[src/rtl/rcbt_pkg.sv]
/*
 * Package for the reload/capture/baud timer: register offsets, control
 * field positions, reset values, event bit positions and the mode codes.
 * Assumes an 8-bit register port with byte-wide data.
 */
package rcbt_pkg;

	// Register offsets on the byte-wide register port
	localparam logic [7:0] ADDR_IRQ_STATUS = 8'hc0;
	localparam logic [7:0] ADDR_IRQ_MASK   = 8'hc1;
	localparam logic [7:0] ADDR_CONTROL    = 8'hc8;
	localparam logic [7:0] ADDR_RELOAD_LO  = 8'hca;
	localparam logic [7:0] ADDR_RELOAD_HI  = 8'hcb;
	localparam logic [7:0] ADDR_COUNT_LO   = 8'hcc;
	localparam logic [7:0] ADDR_COUNT_HI   = 8'hcd;

	// Control register field positions
	localparam int CTL_OVERFLOW_FLAG  = 7;
	localparam int CTL_EXT_EDGE_FLAG  = 6;
	localparam int CTL_RX_CLK_SEL     = 5;
	localparam int CTL_TX_CLK_SEL     = 4;
	localparam int CTL_TRIG_ENABLE    = 3;
	localparam int CTL_RUN            = 2;
	localparam int CTL_COUNTER_SELECT = 1;
	localparam int CTL_CAPTURE_SELECT = 0;

	// Interrupt status and mask bit positions
	localparam int EVT_OVERFLOW = 0;
	localparam int EVT_EXT_EDGE = 1;

	// Values after reset, and the terminal count
	localparam logic [7:0]  CONTROL_RESET  = 8'h00;
	localparam logic [15:0] RELOAD_RESET   = 16'h0000;
	localparam logic [15:0] COUNT_RESET    = 16'h0000;
	localparam logic [1:0]  IRQ_RESET      = 2'h0;
	localparam logic [15:0] COUNT_TERMINAL = 16'hffff;

	// Operating modes
	typedef enum logic [1:0] {
		RCBT_MODE_STOP    = 2'b00,
		RCBT_MODE_RELOAD  = 2'b01,
		RCBT_MODE_CAPTURE = 2'b10,
		RCBT_MODE_BAUD    = 2'b11
	} rcbt_mode_t;

endpackage

[src/rtl/rcbt_fall_detect.sv]
/*
 * Falling-edge detector for the shared count/trigger pin.
 * Assumes the pin is already synchronous to ref_clk and idles high.
 */
`timescale 1ns/1ps
module rcbt_fall_detect (
	input  wire logic ref_clk,
	input  wire logic rst_n,
	input  wire logic pin,
	output wire logic fall
);

	logic pin_q;

	// Previous level, held high at reset so no false edge appears
	always_ff @(posedge ref_clk or negedge rst_n) begin
		if (!rst_n) begin
			pin_q <= 1'b1;
		end else begin
			pin_q <= pin;
		end
	end

	assign fall = pin_q & ~pin;

endmodule // rcbt_fall_detect

[src/rtl/rcbt_count16.sv]
/*
 * 16-bit up counter with byte writes, parallel load and overflow pulse.
 * Assumes the caller decides when a tick or a load is due.
 */
`timescale 1ns/1ps
module rcbt_count16 (
	input  wire logic        ref_clk,
	input  wire logic        rst_n,
	input  wire logic        tick,
	input  wire logic        load_en,
	input  wire logic [15:0] load_val,
	input  wire logic        wr_lo,
	input  wire logic        wr_hi,
	input  wire logic [7:0]  wdata,
	output logic      [15:0] count_q,
	output wire logic        ovf
);

	logic [15:0] count_d;

	// Overflow when a tick meets the terminal count
	assign ovf = tick & (count_q == rcbt_pkg::COUNT_TERMINAL);

	// Software write beats load, load beats counting
	always_comb begin
		count_d = count_q;
		if (wr_lo || wr_hi) begin
			if (wr_lo) begin
				count_d[7:0] = wdata;
			end
			if (wr_hi) begin
				count_d[15:8] = wdata;
			end
		end else if (load_en) begin
			count_d = load_val;
		end else if (tick) begin
			count_d = count_q + 16'h0001;
		end
	end

	always_ff @(posedge ref_clk or negedge rst_n) begin
		if (!rst_n) begin
			count_q <= rcbt_pkg::COUNT_RESET;
		end else begin
			count_q <= count_d;
		end
	end

endmodule // rcbt_count16

[src/rtl/rcbt_timer.sv]
/*
 * Reload/capture/baud timer: control register, reload pair, count pair,
 * mode decode, flags, interrupt and serial clock pulse selection.
 * Assumes a single-cycle register port and inputs synchronous to ref_clk.
 */
// Summary of operation
// - The 8-bit read/write control register at 0xc8 resets to zero.
// - Receive pulses follow this timer when their select is set, else the other timer.
// - Transmit pulses follow this timer when their select is set, else the other timer.
// - An enabled trigger fall captures in capture mode or reloads in auto-reload mode; a disabled one is ignored.
// - Selects, capture select and run give the mode; run low stops the timer.
// - In auto-reload mode an overflow sets the overflow flag and loads the reload pair.
// - In capture mode every overflow sets the overflow flag.
// - In capture mode an enabled trigger fall copies the count into the reload pair.
// - Either clock select with run gives baud mode; its overflows feed the serial clocks.
// - One pin drives both the event counting path and the falling-edge trigger path.
// - No serial port is present, so the selects only steer the mode and the pulse outputs.
// - Seven registers exist: count high and low, reload high and low, control, interrupt status and interrupt mask.
// - The reload low byte sits at 0xca and the high byte at 0xcb, read/write, reset to zero.
`timescale 1ns/1ps
module rcbt_timer (
	input  wire logic       ref_clk,
	input  wire logic       rst_n,
	input  wire logic [7:0] reg_addr,
	input  wire logic [7:0] reg_wdata,
	input  wire logic       reg_wr,
	input  wire logic       reg_rd,
	output logic      [7:0] reg_rdata,
	input  wire logic       ext_trigger_pin,
	input  wire logic       other_timer_ovf,
	output wire logic       rx_clk_pulse,
	output wire logic       tx_clk_pulse,
	output wire logic       irq
);

	// Mode decode from the control byte
	function automatic rcbt_pkg::rcbt_mode_t decode_mode(input logic [7:0] ctl);
		rcbt_pkg::rcbt_mode_t m;
		if (!ctl[rcbt_pkg::CTL_RUN]) begin
			m = rcbt_pkg::RCBT_MODE_STOP;
		end else if (ctl[rcbt_pkg::CTL_RX_CLK_SEL] || ctl[rcbt_pkg::CTL_TX_CLK_SEL]) begin
			m = rcbt_pkg::RCBT_MODE_BAUD;
		end else if (ctl[rcbt_pkg::CTL_CAPTURE_SELECT]) begin
			m = rcbt_pkg::RCBT_MODE_CAPTURE;
		end else begin
			m = rcbt_pkg::RCBT_MODE_RELOAD;
		end
		return m;
	endfunction

	// Register address match, used by both write and read decode
	function automatic logic hit(input logic [7:0] a, input logic [7:0] ofs);
		return a == ofs;
	endfunction

	logic                 rst_meta_q;
	logic                 rst_sync_n;
	logic [7:0]           control_q;
	logic [7:0]           control_d;
	logic [15:0]          reload_q;
	logic [15:0]          reload_d;
	logic [1:0]           irq_status_q;
	logic [1:0]           irq_status_d;
	logic [1:0]           irq_mask_q;
	logic                 own_ovf_q;
	logic [15:0]          count_q;
	logic [7:0]           rd_mux;
	rcbt_pkg::rcbt_mode_t mode;
	wire logic            trig_fall;
	wire logic            cnt_ovf;
	wire logic            tick;
	wire logic            load_en;
	wire logic            trig_enable;
	wire logic            capture_now;
	wire logic            edge_event;
	wire logic            ovf_event;
	wire logic            wr_ctl;
	wire logic            wr_rld_lo;
	wire logic            wr_rld_hi;
	wire logic            wr_cnt_lo;
	wire logic            wr_cnt_hi;
	wire logic            wr_stat;
	wire logic            wr_mask;
	wire logic [1:0]      evt_set;

	// Reset release through two flops; assertion stays asynchronous
	always_ff @(posedge ref_clk or negedge rst_n) begin
		if (!rst_n) begin
			rst_meta_q <= 1'b0;
			rst_sync_n <= 1'b0;
		end else begin
			rst_meta_q <= 1'b1;
			rst_sync_n <= rst_meta_q;
		end
	end

	// Write strobes per register
	assign wr_ctl    = reg_wr & hit(reg_addr, rcbt_pkg::ADDR_CONTROL);
	assign wr_rld_lo = reg_wr & hit(reg_addr, rcbt_pkg::ADDR_RELOAD_LO);
	assign wr_rld_hi = reg_wr & hit(reg_addr, rcbt_pkg::ADDR_RELOAD_HI);
	assign wr_cnt_lo = reg_wr & hit(reg_addr, rcbt_pkg::ADDR_COUNT_LO);
	assign wr_cnt_hi = reg_wr & hit(reg_addr, rcbt_pkg::ADDR_COUNT_HI);
	assign wr_stat   = reg_wr & hit(reg_addr, rcbt_pkg::ADDR_IRQ_STATUS);
	assign wr_mask   = reg_wr & hit(reg_addr, rcbt_pkg::ADDR_IRQ_MASK);

	// Mode and trigger qualification
	assign mode        = decode_mode(control_q);
	assign trig_enable = control_q[rcbt_pkg::CTL_TRIG_ENABLE];
	assign edge_event  = trig_fall & trig_enable;

	// One pin feeds both the count path and the trigger path
	rcbt_fall_detect u_pin_fall (
		.ref_clk (ref_clk),
		.rst_n   (rst_sync_n),
		.pin     (ext_trigger_pin),
		.fall    (trig_fall)
	);

	// Counter mode counts pin edges, timer mode counts every clock
	assign tick = (mode != rcbt_pkg::RCBT_MODE_STOP) &
		(control_q[rcbt_pkg::CTL_COUNTER_SELECT] ? trig_fall : 1'b1);

	// Reload on overflow in reload and baud modes, or on a trigger in reload mode
	assign load_en = (cnt_ovf & ((mode == rcbt_pkg::RCBT_MODE_RELOAD) |
		(mode == rcbt_pkg::RCBT_MODE_BAUD))) |
		(edge_event & (mode == rcbt_pkg::RCBT_MODE_RELOAD));

	// Capture only in capture mode with the trigger enabled
	assign capture_now = edge_event & (mode == rcbt_pkg::RCBT_MODE_CAPTURE);

	// Overflow flag events exclude baud mode
	assign ovf_event = cnt_ovf & ((mode == rcbt_pkg::RCBT_MODE_RELOAD) |
		(mode == rcbt_pkg::RCBT_MODE_CAPTURE));

	rcbt_count16 u_count (
		.ref_clk  (ref_clk),
		.rst_n    (rst_sync_n),
		.tick     (tick),
		.load_en  (load_en),
		.load_val (reload_q),
		.wr_lo    (wr_cnt_lo),
		.wr_hi    (wr_cnt_hi),
		.wdata    (reg_wdata),
		.count_q  (count_q),
		.ovf      (cnt_ovf)
	);

	// Control next value; hardware set beats a software clear of a flag
	always_comb begin
		control_d = control_q;
		if (wr_ctl) begin
			control_d = reg_wdata;
		end
		if (ovf_event) begin
			control_d[rcbt_pkg::CTL_OVERFLOW_FLAG] = 1'b1;
		end
		if (edge_event) begin
			control_d[rcbt_pkg::CTL_EXT_EDGE_FLAG] = 1'b1;
		end
	end

	// Reload pair; a capture wins over a software write in the same cycle
	always_comb begin
		reload_d = reload_q;
		if (wr_rld_lo) begin
			reload_d[7:0] = reg_wdata;
		end
		if (wr_rld_hi) begin
			reload_d[15:8] = reg_wdata;
		end
		if (capture_now) begin
			reload_d = count_q;
		end
	end

	// Sticky status, write one to clear, new events win
	assign evt_set = {edge_event, ovf_event};
	always_comb begin
		irq_status_d = irq_status_q;
		if (wr_stat) begin
			irq_status_d = irq_status_q & ~reg_wdata[1:0];
		end
		irq_status_d = irq_status_d | evt_set;
	end

	always_ff @(posedge ref_clk or negedge rst_sync_n) begin
		if (!rst_sync_n) begin
			control_q    <= rcbt_pkg::CONTROL_RESET;
			reload_q     <= rcbt_pkg::RELOAD_RESET;
			irq_status_q <= rcbt_pkg::IRQ_RESET;
			irq_mask_q   <= rcbt_pkg::IRQ_RESET;
		end else begin
			control_q    <= control_d;
			reload_q     <= reload_d;
			irq_status_q <= irq_status_d;
			irq_mask_q   <= wr_mask ? reg_wdata[1:0] : irq_mask_q;
		end
	end

	// Overflow pulse for the serial clocks exists only in baud mode
	always_ff @(posedge ref_clk or negedge rst_sync_n) begin
		if (!rst_sync_n) begin
			own_ovf_q <= 1'b0;
		end else begin
			own_ovf_q <= cnt_ovf & (mode == rcbt_pkg::RCBT_MODE_BAUD);
		end
	end

	// Nothing inside consumes these; they are offered to whatever serial logic exists
	assign rx_clk_pulse = control_q[rcbt_pkg::CTL_RX_CLK_SEL] ? own_ovf_q :
		other_timer_ovf;
	assign tx_clk_pulse = control_q[rcbt_pkg::CTL_TX_CLK_SEL] ? own_ovf_q :
		other_timer_ovf;

	assign irq = |(irq_status_q & irq_mask_q);

	// Read selection; unmapped offsets read zero
	always_comb begin
		rd_mux = 8'h00;
		unique case (1'b1)
			hit(reg_addr, rcbt_pkg::ADDR_CONTROL):    rd_mux = control_q;
			hit(reg_addr, rcbt_pkg::ADDR_RELOAD_LO):  rd_mux = reload_q[7:0];
			hit(reg_addr, rcbt_pkg::ADDR_RELOAD_HI):  rd_mux = reload_q[15:8];
			hit(reg_addr, rcbt_pkg::ADDR_COUNT_LO):   rd_mux = count_q[7:0];
			hit(reg_addr, rcbt_pkg::ADDR_COUNT_HI):   rd_mux = count_q[15:8];
			hit(reg_addr, rcbt_pkg::ADDR_IRQ_STATUS): rd_mux = {6'h00, irq_status_q};
			hit(reg_addr, rcbt_pkg::ADDR_IRQ_MASK):   rd_mux = {6'h00, irq_mask_q};
			default:                                  rd_mux = 8'h00;
		endcase
	end

	// Read data valid only in the cycle after the strobe
	always_ff @(posedge ref_clk or negedge rst_sync_n) begin
		if (!rst_sync_n) begin
			reg_rdata <= 8'h00;
		end else begin
			reg_rdata <= reg_rd ? rd_mux : 8'h00;
		end
	end

	// Control write lands, flags aside
	ctl_write_lands_a: assert property (@(posedge ref_clk) disable iff (!rst_sync_n)
		wr_ctl |=> control_q[5:0] == $past(reg_wdata[5:0]))
		else $error("control write not stored");

	// Receive pulse source follows its select
	rx_source_sel_a: assert property (@(posedge ref_clk) disable iff (!rst_sync_n)
		(!control_q[rcbt_pkg::CTL_RX_CLK_SEL] && rx_clk_pulse) |-> other_timer_ovf)
		else $error("receive pulse from wrong timer");

	// Transmit pulse from own overflow one cycle after it
	tx_own_pulse_a: assert property (@(posedge ref_clk) disable iff (!rst_sync_n)
		(cnt_ovf && mode == rcbt_pkg::RCBT_MODE_BAUD && !wr_ctl &&
		control_q[rcbt_pkg::CTL_TX_CLK_SEL]) |=> tx_clk_pulse)
		else $error("transmit pulse missing after overflow");

	// Disabled trigger leaves the edge flag clear
	trig_ignored_a: assert property (@(posedge ref_clk) disable iff (!rst_sync_n)
		(trig_fall && !trig_enable && !wr_ctl &&
		!control_q[rcbt_pkg::CTL_EXT_EDGE_FLAG]) |=> !control_q[rcbt_pkg::CTL_EXT_EDGE_FLAG])
		else $error("edge flag set while trigger disabled");

	// Stopped timer holds its count
	stop_holds_count_a: assert property (@(posedge ref_clk) disable iff (!rst_sync_n)
		(!control_q[rcbt_pkg::CTL_RUN] && !wr_cnt_lo && !wr_cnt_hi) |=> $stable(count_q))
		else $error("count moved while stopped");

	// Overflow in reload mode reloads and flags
	reload_on_ovf_a: assert property (@(posedge ref_clk) disable iff (!rst_sync_n)
		(cnt_ovf && mode == rcbt_pkg::RCBT_MODE_RELOAD && !wr_cnt_lo && !wr_cnt_hi) |=>
		(count_q == $past(reload_q)) && control_q[rcbt_pkg::CTL_OVERFLOW_FLAG])
		else $error("reload or flag missing on overflow");

	// Capture copies the count into the reload pair
	capture_copy_a: assert property (@(posedge ref_clk) disable iff (!rst_sync_n)
		(trig_fall && trig_enable && mode == rcbt_pkg::RCBT_MODE_CAPTURE) |=>
		reload_q == $past(count_q))
		else $error("capture did not copy count");

	// Baud overflow reloads without the flag
	baud_no_flag_a: assert property (@(posedge ref_clk) disable iff (!rst_sync_n)
		(cnt_ovf && mode == rcbt_pkg::RCBT_MODE_BAUD && !wr_ctl && !wr_cnt_lo && !wr_cnt_hi &&
		!control_q[rcbt_pkg::CTL_OVERFLOW_FLAG]) |=>
		!control_q[rcbt_pkg::CTL_OVERFLOW_FLAG] && count_q == $past(reload_q))
		else $error("baud overflow flagged or not reloaded");

	// Enabled trigger edge sets the edge flag and status
	edge_flag_set_a: assert property (@(posedge ref_clk) disable iff (!rst_sync_n)
		(trig_fall && trig_enable) |=>
		control_q[rcbt_pkg::CTL_EXT_EDGE_FLAG] && irq_status_q[rcbt_pkg::EVT_EXT_EDGE])
		else $error("edge flag not set");

	// Overflow status under its mask raises the interrupt
	irq_level_a: assert property (@(posedge ref_clk) disable iff (!rst_sync_n)
		(irq_status_q[rcbt_pkg::EVT_OVERFLOW] && irq_mask_q[rcbt_pkg::EVT_OVERFLOW]) |-> irq)
		else $error("interrupt missing");

	// Capture-mode overflow raises the flag and its status bit
	capture_ovf_flag_a: assert property (@(posedge ref_clk) disable iff (!rst_sync_n)
		(cnt_ovf && mode == rcbt_pkg::RCBT_MODE_CAPTURE) |=>
		control_q[rcbt_pkg::CTL_OVERFLOW_FLAG] && irq_status_q[rcbt_pkg::EVT_OVERFLOW])
		else $error("capture overflow not flagged");

endmodule // rcbt_timer

[config.mk]
export PLATFORM = sky130hd
export DESIGN_NAME = rcbt_timer
export DESIGN_NICKNAME = d
export VERILOG_FILES = /design/src/rtl/rcbt_pkg.sv /design/src/rtl/rcbt_fall_detect.sv /design/src/rtl/rcbt_count16.sv /design/src/rtl/rcbt_timer.sv
export SDC_FILE = /design/constraint.sdc
export NUM_CORES = 1
export LEC_CHECK = 0
export ABC_AREA = 1
export BUFFER_PORTS_ARGS = -buffer_cell sky130_fd_sc_hd__buf_4
export CORE_ASPECT_RATIO = 0.7
export CORE_MARGIN = 3
export CORE_UTILIZATION = 40
export DETAILED_ROUTE_END_ITERATION = 8
export REMOVE_ABC_BUFFERS = 1
export SYNTH_ARGS = -nofsm -noshare
export SYNTH_HDL_FRONTEND = slang
export SYNTH_HIERARCHICAL = 1
export SYNTH_SLANG_ARGS = --single-unit
[constraint.sdc]
create_clock -name ref_clk -period 2.23 [get_ports ref_clk]
set_input_delay 0.223 -clock ref_clk [delete_from_list [all_inputs] [get_ports ref_clk]]
set_output_delay 0.223 -clock ref_clk [all_outputs]
set_load 0.02 [all_outputs]
; After elaboration in Yosys (flattened, before gate mapping)
; Cells that the tools add are included.
[totals]
regBits = 56
input_bits = 22
out_inout_bits = 11
word_cells = 83
[op_classes]
n_addsub = 1
eq_ne = 13
n_mux = 20
bitwise_logic = 24
reduce_logical = 11
[op_table]
columns = op, n
row1 = $mux W16, 4
row2 = $eq A8 B8 Y1 const B, 7
row3 = $pmux W8 S7, 1
row4 = $mux W8, 6
row5 = $add A16 B1 Y16 const B, 1
row6 = $and A1 B1 Y1, 16
row7 = $eq A16 B16 Y1 const B, 1
row8 = $reduce_bool A2 Y1, 5
row9 = $mux W2, 4
row10 = $mux W1, 5
row11 = $and A2 B2 Y2, 2
row12 = $eq A2 B2 Y1 const B, 2
row13 = $ne A2 B1 Y1 const B, 2
row14 = $reduce_and A2 Y1, 2
row15 = $or A1 B1 Y1, 3
row16 = $reduce_bool A3 Y1, 1
row17 = $eq A2 B1 Y1 const B, 1
row18 = $logic_or A1 B1 Y1, 2
row19 = $not A2 Y2, 1
row20 = $or A2 B2 Y2, 1
row21 = $reduce_or A2 Y1, 1
row22 = $not A1 Y1, 1

; Depth between registers and ports, before layout
[depth]
word_depth = 10
depth_mapped = 15
ltp_nobuf = 15

; Cells and area by module
; Netlist, hierarchy kept.
[by_module_without_submodules]
columns = module, n_inst, cells_each, area_per_inst_um2, seq_area_each_um2
row1 = rcbt_timer, 1, 292, 2222.1, 975.9
row2 = rcbt_count16, 1, 218, 1336.3, 400.4
row3 = rcbt_fall_detect, 1, 3, 36.3, 26.3

; Least setup slack after synthesis
; OpenSTA, ideal clock, no wires.
[synth_timing]
path_type = register to register
from = register control_q[4]
to = register u_count.count_q[4]
arrival_time_ns = 2.440
required_ns = 2.102
slack_ns = -0.338
stages_incl_launch_ff = 16
path_buffers = 1
cell_sequence = dfrtp_1 inv_1 nand2_1 o21ai_0 ha_1 a21oi_1 nand3_1 nor3_1 inv_1 o21ai_0 nor2_1 nor2_2 nor2_1 buf_4 a21oi_1 a21oi_1
[synth_between]
elab_chain_cells = 10
elab_cells_between_ends = 16
[synth_rtl]
columns = element, line
row1 = start: declaration, rcbt_timer.sv:58  ; logic [7:0] control_q;
row2 = start signal: assignment, rcbt_timer.sv:188  ; control_q <= rcbt_pkg::CONTROL_RESET;
row3 = start signal: assignment, rcbt_timer.sv:193  ; control_q <= control_d;
row4 = $logic_or A1 B1 Y1 *, rcbt_timer.sv:41  ; end else if (ctl[rcbt_pkg::CTL_RX_CLK_SEL] || ctl[rcbt_pkg::CTL_TX_CLK_SEL]) begin
row5 = $mux W2 *, rcbt_timer.sv:41
row6 = $mux W2 *, rcbt_timer.sv:39  ; if (!ctl[rcbt_pkg::CTL_RUN]) begin
row7 = $reduce_bool A2 Y1 *, rcbt_timer.sv:120  ; assign tick = (mode != rcbt_pkg::RCBT_MODE_STOP) &
row8 = $and A1 B1 Y1 *, rcbt_timer.sv:120
row9 = named net tick, rcbt_timer.sv:71  ; wire logic tick;
row10 = $and A1 B1 Y1 *, rcbt_count16.sv:22  ; assign ovf = tick & (count_q == rcbt_pkg::COUNT_TERMINAL);
row11 = named net cnt_ovf, rcbt_timer.sv:70  ; wire logic cnt_ovf;
row12 = $and A1 B1 Y1 *, rcbt_timer.sv:124  ; assign load_en = (cnt_ovf & ((mode == rcbt_pkg::RCBT_MODE_RELOAD) |
row13 = $or A1 B1 Y1 *, rcbt_timer.sv:125  ; (mode == rcbt_pkg::RCBT_MODE_BAUD))) |
row14 = named net load_en, rcbt_timer.sv:72  ; wire logic load_en;
row15 = $reduce_bool A3 Y1 (no line) or $mux W16 (tied branches), --
row16 = $reduce_and A2 Y1 (no line) or $mux W16 (tied branches), --
row17 = end signal: assignment, rcbt_count16.sv:43  ; count_q <= rcbt_pkg::COUNT_RESET;
row18 = end signal: assignment, rcbt_count16.sv:45  ; count_q <= count_d;
row19 = end: declaration, rcbt_count16.sv:15  ; output logic [15:0] count_q,
; Mark *: on every way through the listed nets, which the timed path passes. The rest lies on a longest branch.
; A chain may end at the register's enable or synchronous reset.

; Worst setup path after layout
[layout_timing]
from = register control_q[0]
to = register u_count.count_q[4]
[layout_between]
elab_chain_cells = 10
elab_cells_between_ends = 16
[layout_rtl]
columns = element, line
row1 = $mux W2 *, rcbt_timer.sv:43  ; end else if (ctl[rcbt_pkg::CTL_CAPTURE_SELECT]) begin
row2 = $mux W2 *, rcbt_timer.sv:41
row3 = $mux W2 *, rcbt_timer.sv:39
row4 = $reduce_bool A2 Y1 *, rcbt_timer.sv:120
row5 = $and A1 B1 Y1 *, rcbt_timer.sv:120
row6 = named net tick, rcbt_timer.sv:71
row7 = $and A1 B1 Y1 *, rcbt_count16.sv:22
row8 = named net cnt_ovf, rcbt_timer.sv:70
row9 = $and A1 B1 Y1 *, rcbt_timer.sv:124
row10 = $or A1 B1 Y1 *, rcbt_timer.sv:125
row11 = named net load_en, rcbt_timer.sv:72
row12 = $reduce_bool A3 Y1 (no line) or $mux W16 (tied branches), --
row13 = $reduce_and A2 Y1 (no line) or $mux W16 (tied branches), --
; Marks and branches as above.

==> flow_summary.yaml <==
routing:
  wl_per_cell_um: 16.4
  wl_um: 11800
  firstDrtPassIters: 5
  drc: 0
  drtIter0Drc: 315
  ant_nets: 0
  vias: 3762
  viasPerCell: 5.23
critical_path:
  cp-start-kind: "flop"
  worstSetupEndpointType: "flop"
  critical-path-max-stage-delay_ns: 0.42
  crit_top_cell: "nor2_4"
  critPathKind: "flop to flop"
  required_ns: 2.40
  arrival_ns: 2.37
  path_delay_family: "simple AND/OR/NAND/NOR gates"
  crit_path_top_delay_cell: "dfrtp_1"
  critPathMaxFanout: 6
  crit_chain: "inv_2 > o21ai_4 > ha_2 > a21oi_2 > nand3_1 > nor3_2 > inv_1 > o21ai_4 > nor2_4 > nor2_4 > nor2_4 > buf_6 > a21oi_2 > a21oi_1"
  critPathBufInv: 3
synthesis:
  yosysWarnings: 6
  synth-seq-cells: 56
  seq_area_frac_synth: 0.390
  ys_types: 32
  synth_cells: 513
  avgSynthCellArea_sq_um: 7.01
  synth_ff_type: "dfrtp_1"
  async_flop_share: 1.00
  synth_edf_count: 0
  netlist_area_sq_um: 3590
clocking:
  cts_buffers: 5
  cts_sinks: 56
  cts_root_buffer: "clkbuf_16"
  htreeDepth: 2
  path_clk_slew_ns: 0.07
  clk_latency_ns: 0.30
  cts_buffer_depth: 2
  cts_tree: "done"
floorplanning:
  die-area_sq_um: 10200
  initial_core_util: 0.419
  io_pins: 33
  coreArea_sq_um: 8580
  num_rows: 28
  dieWidth_um: 119
  die_h_um: 85.3
place:
  place.gp.congestion: 0.913
  dp.final_hpwl_um: 9020
  dp_cells: 705
  portBuffers: 32
timing:
  layout_min_cycle_time_ns: 2.19
  finalSetupViolations: 0
  fmax_mhz: 456
  fin_skew_ns: 0.00776
  rsz0062_at_grt: "yes"
  holdWs_ns: 0.0416
  hold_violations: 0
  slew_viol_final: 0
  fin_crit_sh: 0.984
global_routing:
  grt_max_degree: 26
  track_usage: 0.236
  first_global_vias: 3549
  antenna_found_initial: 0
  grt_remaining_overflow: 0
  grt_pass1_wl_um: 18700
finish:
  diodes: 0
  layout.nets: 625
  area_growth_pct: 31.6
  stdcell_count: 719
  finish.utilization: 0.551
  fillCellCount: 833
  drive_above_1_share: 0.306
pwr:
  p_per_area_nw_per_um2: 781
  p_leak_nw: 2.41
  p_int_mw: 2.25
  ir_drop_uv: 393
  clkPwrFrac: 0.213
  comb_power_share: 0.425
  power_mw: 3.69
  pwr-share-seq: 0.362
  p_switching_mw: 1.44
  switching_share: 0.391
status:
  status: "finished, final reports clean"
job:
  timing.max_cap.violations: 0
min_path:
  hold_path.class: "input pin to flop"
## worst reg2reg max path, cell delays in order (launching register included)
cell and delay, ns:
dfrtp_1 0.42, inv_2 0.09, o21ai_4 0.06, ha_2 0.18
a21oi_2 0.12, nand3_1 0.10, nor3_2 0.19, inv_1 0.11
o21ai_4 0.18, nor2_4 0.06, nor2_4 0.16, nor2_4 0.06
buf_6 0.15, a21oi_2 0.12, a21oi_1 0.07
## cells by family after synthesis
group                    count (synthesis)  share of synthesized area
other                                    1                    0.00104
AND/OR/NAND/NOR                        303                      0.387
XOR/XNOR                                 2                    0.00487
adder cells (fa/ha/maj)                  5                     0.0174
buffers and inverters                   68                     0.0787
flip-flops                              56                      0.390
AO/OA/AOI/OAI                           78                      0.120
## sequential cells by signal (all words and copies together) (netlist names)
name	count
control_q	8
irq_mask_q	2
irq_status_q	2
own_ovf_q	1
reg_rdata	8
reload_q	16
rst_meta_q	1
rst_sync_n	1
u_count/count_q	16
u_pin_fall/pin_q	1
## synth_stat cells, types with 2 or more instances
cell type  number  area (sq um)
nor2_8          2          40.0
nor2_4          5          56.3
nand3_2         2          20.0
nand2_1       112           420
inv_1          47           176
nor2_1         86           323
a22oi_1         2          15.0
buf_2           7          35.0
dfrtp_1        55          1380
buf_4           3          22.5
nand2_2         8          50.1
inv_2           9          33.8
a21oi_1        27           135
nand4_1         3          18.8
o21ai_0        19          95.1
o21ai_1        20           100
ha_1            5          62.6
nand3_1        70           350
nand2_4         2          22.5
nor2_2         11          68.8
o211ai_1        6          45.0
xor2_1          2          17.5
## layer usage
layer	wire, um	vias up	track usage
li1	-	1826	-
met1	5760	1772	0.370
met2	4920	149	0.339
met3	1000	15	0.0473
met4	112	0	0.0405
met5	0	-	0
## power by group through the flow
stage | registers [mW] | clock network, mW | logic [mW]
6_report | 1.34 | 0.785 | 1.57
5_1_grt | 1.36 | 0.853 | 1.72
4_1_cts | 1.33 | 0.803 | 1.43
3_5_place_dp | 1.35 | 0 | 1.41
3_3_place_gp | 1.35 | 0 | 1.40
2_1_floorplan | 1.44 | 0 | 0.659
## area by class of cell
| cell class | instances | area, sq um | share of cell area |
|---|---|---|---|
| Multi-Input combinational cell | 389 | 2110 | 0.447 |
| Sequential cell | 56 | 1400 | 0.297 |
| Timing Repair Buffer | 90 | 701 | 0.148 |
| Inverter | 56 | 223 | 0.0471 |
| Tap cell | 120 | 150 | 0.0317 |
| Clock buffer | 7 | 133 | 0.0280 |
| Clock inverter | 1 | 5.00 | 0.00106 |
## placed cells by master (no fill, tap or decap), types with 4 or more instances in the layout
cell type  Yosys  layout
nor2_1        86      68
nor2_2        11      18
clkbuf_16      0       5
buf_4          3      83
inv_1         47      43
dfrtp_1       55      54
nand2_1      112     111
a21oi_1       27      14
a21oi_2        1      14
o21ai_0       19      13
nand2_2        8       8
inv_2          9      11
o21ai_1       20      23
nor2_4         5      16
ha_1           5       4
o211ai_1       6       6
buf_6          1       6
nand3_1       70      69
## path summary, 6_finish.rpt
check / to / from / slack [ns] / cells after the start
max in group asynchronous: u_count/count_q[11] / rst_sync_n / 1.35 / 1
min reg2reg: irq_status_q[1] / rst_sync_n / 0.23 / 0
max: u_count/count_q[4] / control_q[0] / 0.04 / 14
min in group asynchronous: irq_status_q[1] / rst_sync_n / 0.23 / 0
min: u_pin_fall/pin_q / ext_trigger_pin / 0.04 / 1
max reg2reg: u_count/count_q[4] / control_q[0] / 0.04 / 14
## what timing repair did
action	4_1_cts	5_1_grt
cloned	1	0
gates resized for setup	16	61
pin swaps	3	18
buffers inserted	2	3
hold buffers	1	0
endpoints found under the hold margin	2	0
setup endpoints to repair	16	16
## through the flow
step                TNS, ns  instance area [sq um]  setup WS (ns)
global placement      -1.62                   4300         -0.128
detailed placement    -3.23                   4300         -0.238
CTS                       0                   4510         0.0136
finish                    0                   4730         0.0360
global route          -1.20                   4730         -0.119
floorplan             -4.36                   3520         -0.334
No activity file was read; power rests on OpenSTA's default activity.
